## src/pkg/ptc_pkg.sv

```systemverilog
package ptc_pkg;
  // clock and timebase
  localparam int CLK_PERIOD_NS = 5;                             // 200 MHz core clock
  localparam int BASE_TICK_NS  = 10_000_000;                    // 0.01 s base step
  localparam int BASE_TICK_CYC = BASE_TICK_NS / CLK_PERIOD_NS;  // cycles per base step
  localparam int BLINK_TICKS   = 50;                            // half period of dp blink
  // base steps per present-value count, one per time range
  localparam logic [15:0] DIV_10MS = 16'h0001;                  // 0.01 s
  localparam logic [15:0] DIV_1S   = 16'h0064;                  // 1 s (h:m:s range)
  localparam logic [15:0] DIV_0M1  = 16'h0258;                  // 0.1 min
  localparam logic [15:0] DIV_0H1  = 16'h8CA0;                  // 0.1 h
  // time range codes {switch 2, switch 1}
  localparam logic [1:0] RANGE_0H1  = 2'h0;
  localparam logic [1:0] RANGE_10MS = 2'h1;
  localparam logic [1:0] RANGE_1S   = 2'h2;
  localparam logic [1:0] RANGE_0M1  = 2'h3;
  // present value: six digits
  localparam int          PV_W   = 20;
  localparam logic [19:0] PV_MAX = 20'hF423F;
  localparam logic [19:0] PV_RST = 20'h00000;
  // register byte offsets
  localparam logic [7:0] OFS_CTRL   = 8'h00;
  localparam logic [7:0] OFS_SVMAIN = 8'h04;
  localparam logic [7:0] OFS_SVAUX  = 8'h08;
  localparam logic [7:0] OFS_PV     = 8'h0C;
  localparam logic [7:0] OFS_STATUS = 8'h10;
  // control register layout, low bits upward: abs_mode, range, protect bits
  typedef struct packed {
    logic       prot_mode;  // mode key protected when switch on
    logic       prot_up;    // up keys protected when switch on
    logic       prot_rst;   // reset key protected when switch on
    logic [1:0] range;      // time range code
    logic       abs_mode;   // 1 absolute setting, 0 forecast setting
  } ptc_ctrl_s;
  localparam ptc_ctrl_s CTRL_RST = 6'h00;
  // status register layout, high bits downward
  typedef struct packed {
    logic dp;       // decimal point drive
    logic kp_ind;   // key protection indicator
    logic rst_ind;  // reset indicator
    logic running;  // timing in progress
    logic second_out;  // second output
    logic first_out;   // first output
  } ptc_status_s;
  // synchronised front-panel and terminal inputs
  typedef struct packed {
    logic start;
    logic gate;
    logic rst_a;
    logic rst_b;
    logic key_rst;
    logic key_up;
    logic key_mode;
    logic kp_sw;
  } ptc_pins_s;
  typedef enum logic [0:0] {ST_IDLE, ST_RUN} ptc_state_e;
endpackage

```

## src/hw/ptc_timer.sv

```systemverilog
// Our own choices: the APB register port and the register addresses.
`timescale 1ns/1ps
// Functional notes
// - reset clears present value to zero
// - reset active keeps timing halted, outputs off
// - reset indicator lit by input or key
// - reset key acts like external reset
// - two reset terminals, either one resets
// - forecast mode: second output at set value
// - forecast mode: first output at difference
// - forecast not below set value: immediate
// - absolute mode: first output at value one
// - absolute mode: second output at value two
// - output indicator segments follow both outputs
// - decimal point blinks while timing, tenth ranges
// - protect switch blocks enabled key operations
// - protect switch sampled continuously
// - protect indicator lit while switch on
module ptc_timer
  import ptc_pkg::*;
#(
  parameter int unsigned BASE_TICK_CYCLES = BASE_TICK_CYC  // shorten for simulation
) (
  input  wire logic        CLK,
  input  wire logic        RSTN,
  input  wire logic        PSEL,
  input  wire logic        PENABLE,
  input  wire logic        PWRITE,
  input  wire logic [7:0]  PADDR,
  input  wire logic [31:0] PWDATA,
  output logic      [31:0] PRDATA,
  output logic             PREADY,
  output logic             PSLVERR,
  input  wire logic        START_IN,
  input  wire logic        GATE_IN,
  input  wire logic        RESET_A_IN,
  input  wire logic        RESET_B_IN,
  input  wire logic        RESET_KEY,
  input  wire logic        UP_KEY,
  input  wire logic        MODE_KEY,
  input  wire logic        KEY_PROTECT_SW,
  output logic             FIRST_OUTPUT,
  output logic             SECOND_OUTPUT,
  output logic [1:0]       OUT_IND,
  output logic             RESET_IND,
  output logic             KEY_PROT_IND,
  output logic             PV_DP,
  output logic             UP_KEY_OK,
  output logic             MODE_KEY_OK
);
  // reset release through two flops
  logic rst_q1_r;
  logic rst_n;
  always_ff @(posedge CLK or negedge RSTN) begin
    if (!RSTN) begin
      rst_q1_r <= 1'b0;
      rst_n    <= 1'b0;
    end else begin
      rst_q1_r <= 1'b1;
      rst_n    <= rst_q1_r;
    end
  end

  // pin synchronisers; the protect switch is sampled every cycle
  ptc_pins_s pins_raw;  // raw terminal and key levels
  ptc_pins_s pins_s;    // synchronised copy
  assign pins_raw = {START_IN, GATE_IN, RESET_A_IN, RESET_B_IN,
                     RESET_KEY, UP_KEY, MODE_KEY, KEY_PROTECT_SW};
  ptc_sync #(.W(8)) u_sync (
    .clk   (CLK),
    .rst_n (rst_n),
    .d     (pins_raw),
    .q     (pins_s)
  );

  // registers and state
  ptc_ctrl_s         ctrl_r;      // configuration
  logic [PV_W-1:0]   sv_main_r;   // set value / set value 2
  logic [PV_W-1:0]   sv_aux_r;    // forecast set value / set value 1
  logic [PV_W-1:0]   pv_r;        // present value
  ptc_state_e        state_r;     // idle or timing
  logic              start_d_r;   // start level delayed for edge
  logic [20:0]       base_cnt_r;  // base step divider
  logic [15:0]       pre_r;       // range prescaler
  logic [6:0]        blink_cnt_r; // blink half-period counter
  logic              blink_r;     // blink phase
  logic              first_r;     // first output level
  logic              second_r;    // second output level
  logic              rst_ind_r;
  logic              kp_ind_r;
  logic              dp_r;
  logic              up_ok_r;
  logic              mode_ok_r;
  logic [31:0]       prdata_r;

  // apb decode
  wire        wr_en    = PSEL & PENABLE & PWRITE;
  wire        hit_ctrl = (PADDR == OFS_CTRL);
  wire        hit_main = (PADDR == OFS_SVMAIN);
  wire        hit_aux  = (PADDR == OFS_SVAUX);
  wire        hit_pv   = (PADDR == OFS_PV);
  wire        hit_stat = (PADDR == OFS_STATUS);
  wire        hit_any  = hit_ctrl | hit_main | hit_aux | hit_pv | hit_stat;
  wire        wr_ctrl  = wr_en & hit_ctrl;
  ptc_ctrl_s  ctrl_wd;
  assign ctrl_wd = PWDATA[5:0];
  // a change of setting method wipes values and outputs
  wire        mode_chg = wr_ctrl & (ctrl_wd.abs_mode != ctrl_r.abs_mode);

  // reset sources: either terminal, or an unprotected reset key
  wire kp_on      = pins_s.kp_sw;
  wire rst_key_ok = pins_s.key_rst & ~(kp_on & ctrl_r.prot_rst);
  wire rst_ext    = pins_s.rst_a | pins_s.rst_b;
  wire rst_any    = rst_ext | rst_key_ok;
  wire clr_all    = rst_any | mode_chg;

  // timing control
  wire start_rise = pins_s.start & ~start_d_r;
  wire go         = start_rise & ~pins_s.gate & ~rst_any;
  wire running    = (state_r == ST_RUN);
  wire counting   = running & ~pins_s.gate & ~rst_any;
  wire base_tick  = (base_cnt_r == 21'(BASE_TICK_CYCLES - 1));
  wire [15:0] range_div = (ctrl_r.range == RANGE_10MS) ? DIV_10MS :
                          (ctrl_r.range == RANGE_1S)   ? DIV_1S   :
                          (ctrl_r.range == RANGE_0M1)  ? DIV_0M1  : DIV_0H1;
  wire pre_wrap   = (pre_r == range_div - 16'h0001);
  wire pv_step    = counting & base_tick & pre_wrap & (pv_r != PV_MAX);

  // comparison thresholds; difference clamps to zero
  wire [PV_W-1:0] fc_thr   = (sv_main_r > sv_aux_r) ? sv_main_r - sv_aux_r : PV_RST;
  wire [PV_W-1:0] first_thr  = ctrl_r.abs_mode ? sv_aux_r : fc_thr;
  wire            first_hit  = running & (pv_r >= first_thr);
  wire            second_hit = running & (pv_r >= sv_main_r);
  wire            dp_range = (ctrl_r.range == RANGE_0M1) | (ctrl_r.range == RANGE_0H1);

  // read mux
  ptc_status_s status;
  assign status = {dp_r, kp_ind_r, rst_ind_r, running, second_r, first_r};
  wire [31:0] rdata = hit_ctrl ? {26'h0, ctrl_r} :
                      hit_main ? {12'h0, sv_main_r} :
                      hit_aux  ? {12'h0, sv_aux_r} :
                      hit_pv   ? {12'h0, pv_r} :
                      hit_stat ? {26'h0, status} : 32'h0;

  // apb registers; read data caught in the setup cycle for zero wait
  always_ff @(posedge CLK or negedge rst_n) begin
    if (!rst_n) begin
      ctrl_r    <= CTRL_RST;
      sv_main_r <= PV_RST;
      sv_aux_r  <= PV_RST;
      prdata_r  <= 32'h0;
    end else begin
      if (PSEL & ~PENABLE) begin
        prdata_r <= rdata;
      end
      if (wr_ctrl) begin
        ctrl_r <= ctrl_wd;
      end
      if (mode_chg) begin
        sv_main_r <= PV_RST;
        sv_aux_r  <= PV_RST;
      end else if (wr_en & hit_main) begin
        sv_main_r <= PWDATA[PV_W-1:0];
      end else if (wr_en & hit_aux) begin
        sv_aux_r <= PWDATA[PV_W-1:0];
      end
    end
  end
  assign PRDATA  = prdata_r;
  assign PREADY  = 1'b1;
  // unmapped offsets answer with an error
  assign PSLVERR = PSEL & PENABLE & ~hit_any;

  // timing state; reset stops it and a new start is needed
  always_ff @(posedge CLK or negedge rst_n) begin
    if (!rst_n) begin
      state_r   <= ST_IDLE;
      start_d_r <= 1'b0;
    end else begin
      start_d_r <= pins_s.start;
      unique case (state_r)
        ST_IDLE: if (go) state_r <= ST_RUN;
        ST_RUN:  if (clr_all) state_r <= ST_IDLE;
      endcase
    end
  end

  // free-running base divider keeps the phase of the blink steady
  always_ff @(posedge CLK or negedge rst_n) begin
    if (!rst_n) begin
      base_cnt_r <= 21'h0;
    end else if (base_tick) begin
      base_cnt_r <= 21'h0;
    end else begin
      base_cnt_r <= base_cnt_r + 21'h1;
    end
  end

  // prescaler and present value; gate freezes both so timing resumes
  always_ff @(posedge CLK or negedge rst_n) begin
    if (!rst_n) begin
      pre_r <= 16'h0;
      pv_r  <= PV_RST;
    end else if (clr_all) begin
      pre_r <= 16'h0;
      pv_r  <= PV_RST;
    end else if (counting & base_tick) begin
      pre_r <= pre_wrap ? 16'h0 : pre_r + 16'h1;
      if (pv_step) begin
        pv_r <= pv_r + 20'h1;
      end
    end
  end

  // outputs and indicators, all registered
  always_ff @(posedge CLK or negedge rst_n) begin
    if (!rst_n) begin
      first_r   <= 1'b0;
      second_r  <= 1'b0;
      rst_ind_r <= 1'b0;
      kp_ind_r  <= 1'b0;
      up_ok_r   <= 1'b0;
      mode_ok_r <= 1'b0;
    end else begin
      first_r   <= first_hit & ~clr_all;
      second_r  <= second_hit & ~clr_all;
      rst_ind_r <= rst_any;
      kp_ind_r  <= kp_on;
      up_ok_r   <= pins_s.key_up & ~(kp_on & ctrl_r.prot_up);
      mode_ok_r <= pins_s.key_mode & ~(kp_on & ctrl_r.prot_mode);
    end
  end
  assign FIRST_OUTPUT  = first_r;
  assign SECOND_OUTPUT = second_r;
  assign OUT_IND       = {second_r, first_r};
  assign RESET_IND     = rst_ind_r;
  assign KEY_PROT_IND  = kp_ind_r;
  assign UP_KEY_OK     = up_ok_r;
  assign MODE_KEY_OK   = mode_ok_r;

  // decimal point: steady when idle, blinks while counting in the tenth ranges
  always_ff @(posedge CLK or negedge rst_n) begin
    if (!rst_n) begin
      blink_cnt_r <= 7'h0;
      blink_r     <= 1'b0;
      dp_r        <= 1'b0;
    end else begin
      if (base_tick) begin
        if (blink_cnt_r == 7'(BLINK_TICKS - 1)) begin
          blink_cnt_r <= 7'h0;
          blink_r     <= ~blink_r;
        end else begin
          blink_cnt_r <= blink_cnt_r + 7'h1;
        end
      end
      dp_r <= dp_range & (counting ? blink_r : 1'b1);
    end
  end
  assign PV_DP = dp_r;
endmodule

```

## src/hw/ptc_sync.sv

```systemverilog
`timescale 1ns/1ps
// two-flop synchroniser bank for asynchronous pins
module ptc_sync #(
  parameter int W = 8
) (
  input  wire logic         clk,
  input  wire logic         rst_n,
  input  wire logic [W-1:0] d,
  output logic      [W-1:0] q
);
  // per-bit pair; the first stage feeds only the second
  for (genvar i = 0; i < W; i++) begin : g_bit
    logic meta_r;  // first stage, metastability absorber
    logic stab_r;  // second stage, safe to read
    always_ff @(posedge clk or negedge rst_n) begin
      if (!rst_n) begin
        meta_r <= 1'b0;
        stab_r <= 1'b0;
      end else begin
        meta_r <= d[i];
        stab_r <= meta_r;
      end
    end
    assign q[i] = stab_r;
  end
endmodule

```

## config.mk

```make
export PLATFORM = sky130hd
export DESIGN_NAME = ptc_timer
export DESIGN_NICKNAME = d
export VERILOG_FILES = /design/src/pkg/ptc_pkg.sv /design/src/hw/ptc_timer.sv /design/src/hw/ptc_sync.sv
export SDC_FILE = /design/constraint.sdc
export NUM_CORES = 1
export LEC_CHECK = 0
export ABC_CLOCK_PERIOD_IN_PS = 6200
export BUFFER_PORTS_ARGS = -buffer_cell sky130_fd_sc_hd__clkbuf_2
export CAP_MARGIN = 10
export CORE_MARGIN = 2
export CORE_UTILIZATION = 55
export CTS_CLUSTER_DIAMETER = 50
export DETAILED_ROUTE_END_ITERATION = 6
export GPL_TIMING_DRIVEN = 0
export MAX_ROUTING_LAYER = met4
export PLACE_DENSITY_LB_ADDON = 0.3
export SYNTH_ARGS = -nofsm -noshare
export SYNTH_HDL_FRONTEND = slang
export SYNTH_HIERARCHICAL = 1
export SYNTH_SLANG_ARGS = --single-unit
```

## constraint.sdc

```tcl
create_clock -name CLK -period 6.2 [get_ports CLK]
set_clock_uncertainty 0.1 [all_clocks]
set_input_delay 0.62 -clock CLK [delete_from_list [all_inputs] [get_ports CLK]]
set_output_delay 0.62 -clock CLK [all_outputs]
set_load 0.02 [all_outputs]
```

==> flow_summary.yaml <==
layout:
  post-route-util: 0.6412
  drive_above_1_share: 0.1194
  fin_nets: 1358
  mostFrequentLayoutCell: "dfrtp_1"
  diodes: 0
  final_cell_mix: "157 x dfrtp_1, 147 x nand2_1, 118 x a21oi_1, 76 x nor2_1, 70 x o21ai_0"
  fin_cells: 1473
  fillers: 1476
  area_growth_pct: 13.66
clock_tree:
  path_clk_slew_ns: 0.07
  root_buffer: "clkbuf_16"
  cts_resized: 0
  clk_latency_ns: 0.44
  clk_path_buf_depth: 2
  cts_tree: "built"
  htree_levels: 4
  cts_buffers: 17
  cts_sinks: 158
timing:
  clock.fmax_mhz: 223.6
  worst_slew_pin_slew_ns: 1.009
  slew_headroom: 0.3256
  setup_ws_ns: 1.728
  period_share: 0.7214
  timing.hold.ws_ns: 0.1818
  min_period_ns: 4.472
  final_max_slew_viol_count: 0
  tns_ns: 0
  setup_viol: 0
  hold_viol: 0
  grt_setup_unrepaired: "no"
worst_setup_path:
  cp_cell_sequence: "inv_1, ha_1, inv_1, fa_1, a211oi_1, o21ai_0, o211ai_1, nand2_1, a211oi_1, a311oi_1, clkbuf_1, a22o_1, ha_1, nand2b_1, a21o_1, a21o_1, a21oi_1, o211ai_1, o2111ai_1, a21oi_1"
  r2r_cells: 20
  cp-start-kind: "flop"
  crit_path_max_incr_delay_ns: 0.45
  path_depth: 20
  crit_path_end_kind: "flop"
  cp.buffers_inverters: 3
  crit_type: "flop to flop"
  rrSetupSlack_ns: 1.73
  arrival_ns: 4.68
  worstReg2RegEnd: "FIRST_OUTPUT"
  r2r_start: "sv_main_r[0]"
  cp_data_required_time_ns: 6.41
  critPathMaxFanout: 10
  slowest_stage: "dfrtp_1"
  cp_top_family: "compound AO/OA/AOI/OAI gates"
drt:
  wire_per_inst_um: 17.98
  via_count: 8739
  drtPass1Iterations: 5
  routed_wl_mm: 26.49
  drc: 0
  ant_nets: 0
  drt_iter0_drc: 636
  viasPerCell: 5.933
pwr:
  peakVddDrop_v: 0.0002061
  p_per_area_mw_per_mm2: 217.8
  leakagePower_nw: 4.860
synthesis:
  synth_top_area_cell: "dfrtp_1"
  syn_inst: 1132
  ys_seq_elements: 158
  syn_area_mm2: 0.009758
  synth_ff_type: "dfrtp_1"
  ys_types: 63
  synthTopCellsByArea: "dfrtp_1 41%, ha_1 8.8%, a21oi_1 6.1%"
  synth_edf_count: 0
  yosys.area.top_type_share: 0.4052
  yosys_warnings: 6
  synth-async-reset-ratio: 1.000
  ys_seq_area_frac: 0.4052
  syn_avg_cell_area_um2: 8.620
hold_path:
  hold_path_class: "flop to async pin"
placed_design:
  dp_cells: 1440
  place_ws_ns: 1.836
  dp_hpwl_mm: 19.68
  port_buffers: 69
  gp_congestion: 0.9732
grt:
  grt_pass1_vias: 8611
  grt_max_degree: 72
  grt_usage: 0.3060
  gr-total-overflow: 0
  grt_pass1_wl_mm: 43.24
  antenna_found_initial: 0
run_status:
  outcome: "complete, no violations"
floorplan:
  die_area_mm2: 0.01882
  die_y_um: 137.2
  core_mm2: 0.01730
  rows: 48
  ios: 96
  initial_utilization: 0.5642
  dieWidth_um: 137.2
run:
  cap_violations: 0
## stage by stage
stage	power (mW)	instance area [µm²]
global route	2.499	11090
floorplan	1.276	9803
detailed placement	1.363	10490
CTS	2.417	11090
global placement	1.354	10430
finish	2.415	11090
## where the power goes
| part | total [mW] | internal [mW] | switching, mW |
|---|---|---|---|
| registers | 1.06 | 1.04 | 0.0135 |
| logic | 0.293 | 0.112 | 0.182 |
| clock network | 1.06 | 0.618 | 0.446 |
## synthesized netlist by cell type (5+ instances only)
library cell  count
mux2_2            6
a22oi_1          17
xor2_1           12
a31oi_1          11
nor2_1           76
o21ai_0          70
a21oi_1         118
o21ai_1          15
nand2_1         147
o211ai_1          9
or2_2             5
o21bai_1          5
nor3_1            9
nand3_1          49
o21a_1            7
xnor2_1          39
nand4_1          25
nand2b_1         10
nor4_1           13
a21o_1           23
dfrtp_1         158
buf_4            23
nor2b_1          11
or3_1            19
inv_1            59
and3_1           13
clkbuf_1         46
ha_1             69
## cells by family (layout without fill, tap and decap cells)
group	count (synthesis)	in the layout	share of synthesized area
AOI/OAI and AO/OA	306	306	0.1867
xor gates and xnor gates	51	51	0.04578
adders and majority gates	70	70	0.09052
buffers and inverters	135	239	0.06129
DFF	158	158	0.4052
muxes	10	10	0.01103
other	2	14	0.0007696
and+or+nand+nor	400	400	0.1987
## worst reg2reg max path: stages (launching register included)
cell	delay (ns)
dfrtp_1	0.45
inv_1	0.09
ha_1	0.16
inv_1	0.05
fa_1	0.44
a211oi_1	0.28
o21ai_0	0.15
o211ai_1	0.18
nand2_1	0.14
a211oi_1	0.35
a311oi_1	0.11
clkbuf_1	0.30
a22o_1	0.31
ha_1	0.27
nand2b_1	0.14
a21o_1	0.18
a21o_1	0.17
a21oi_1	0.14
o211ai_1	0.11
o2111ai_1	0.13
a21oi_1	0.11
## final cells by class
cell class                 instances  area [µm²]  area share
multi-input combinational        851        5251      0.4735
sequential                       158        3958      0.3568
clock buffer                      21       460.4     0.04152
timing repair buffer              72       410.4     0.03700
buffer                            76       376.6     0.03396
tap                              225       281.5     0.02538
inverter                          59       221.5     0.01997
clock inverter                    11       131.4     0.01185
## state kept, by name, summed over array words and instances (netlist names), 6 cells and up
signal	cells
sv_main_r	20
pre_r	16
u_sync/g_bit.stab_r	8
ctrl_r	6
base_cnt_r	21
pv_r	20
PRDATA	20
u_sync/g_bit.meta_r	8
blink_cnt_r	7
sv_aux_r	20
## worst max-delay path by stage
stage | from | end | slack [ns]
6_report | sv_main_r[0] | FIRST_OUTPUT | 1.73
5_1_grt | sv_main_r[0] | FIRST_OUTPUT | 1.31
4_1_cts | sv_main_r[0] | FIRST_OUTPUT | 1.80
3_5_place_dp | sv_main_r[0] | FIRST_OUTPUT | 1.84
3_3_place_gp | rst_n | PRDATA[14] | -0.26
2_1_floorplan | rst_n | FIRST_OUTPUT | 1.37
## layer usage
metal	up-vias	GRT usage	routed length, µm
li1	4172	-	-
met2	324	0.4895	12750
met1	4180	0.3815	10970
met4	0	0.1203	888
met3	63	0.06475	1888
met5	-	-	0
## what timing repair did
action / in CTS / in global routing
hold buffers: 1 / 0
endpoints found under the setup margin: 0 / 0
setup buffers: 0 / 0
endpoints found under the hold margin: 2 / 0
(Power assumes the default switching activity.)
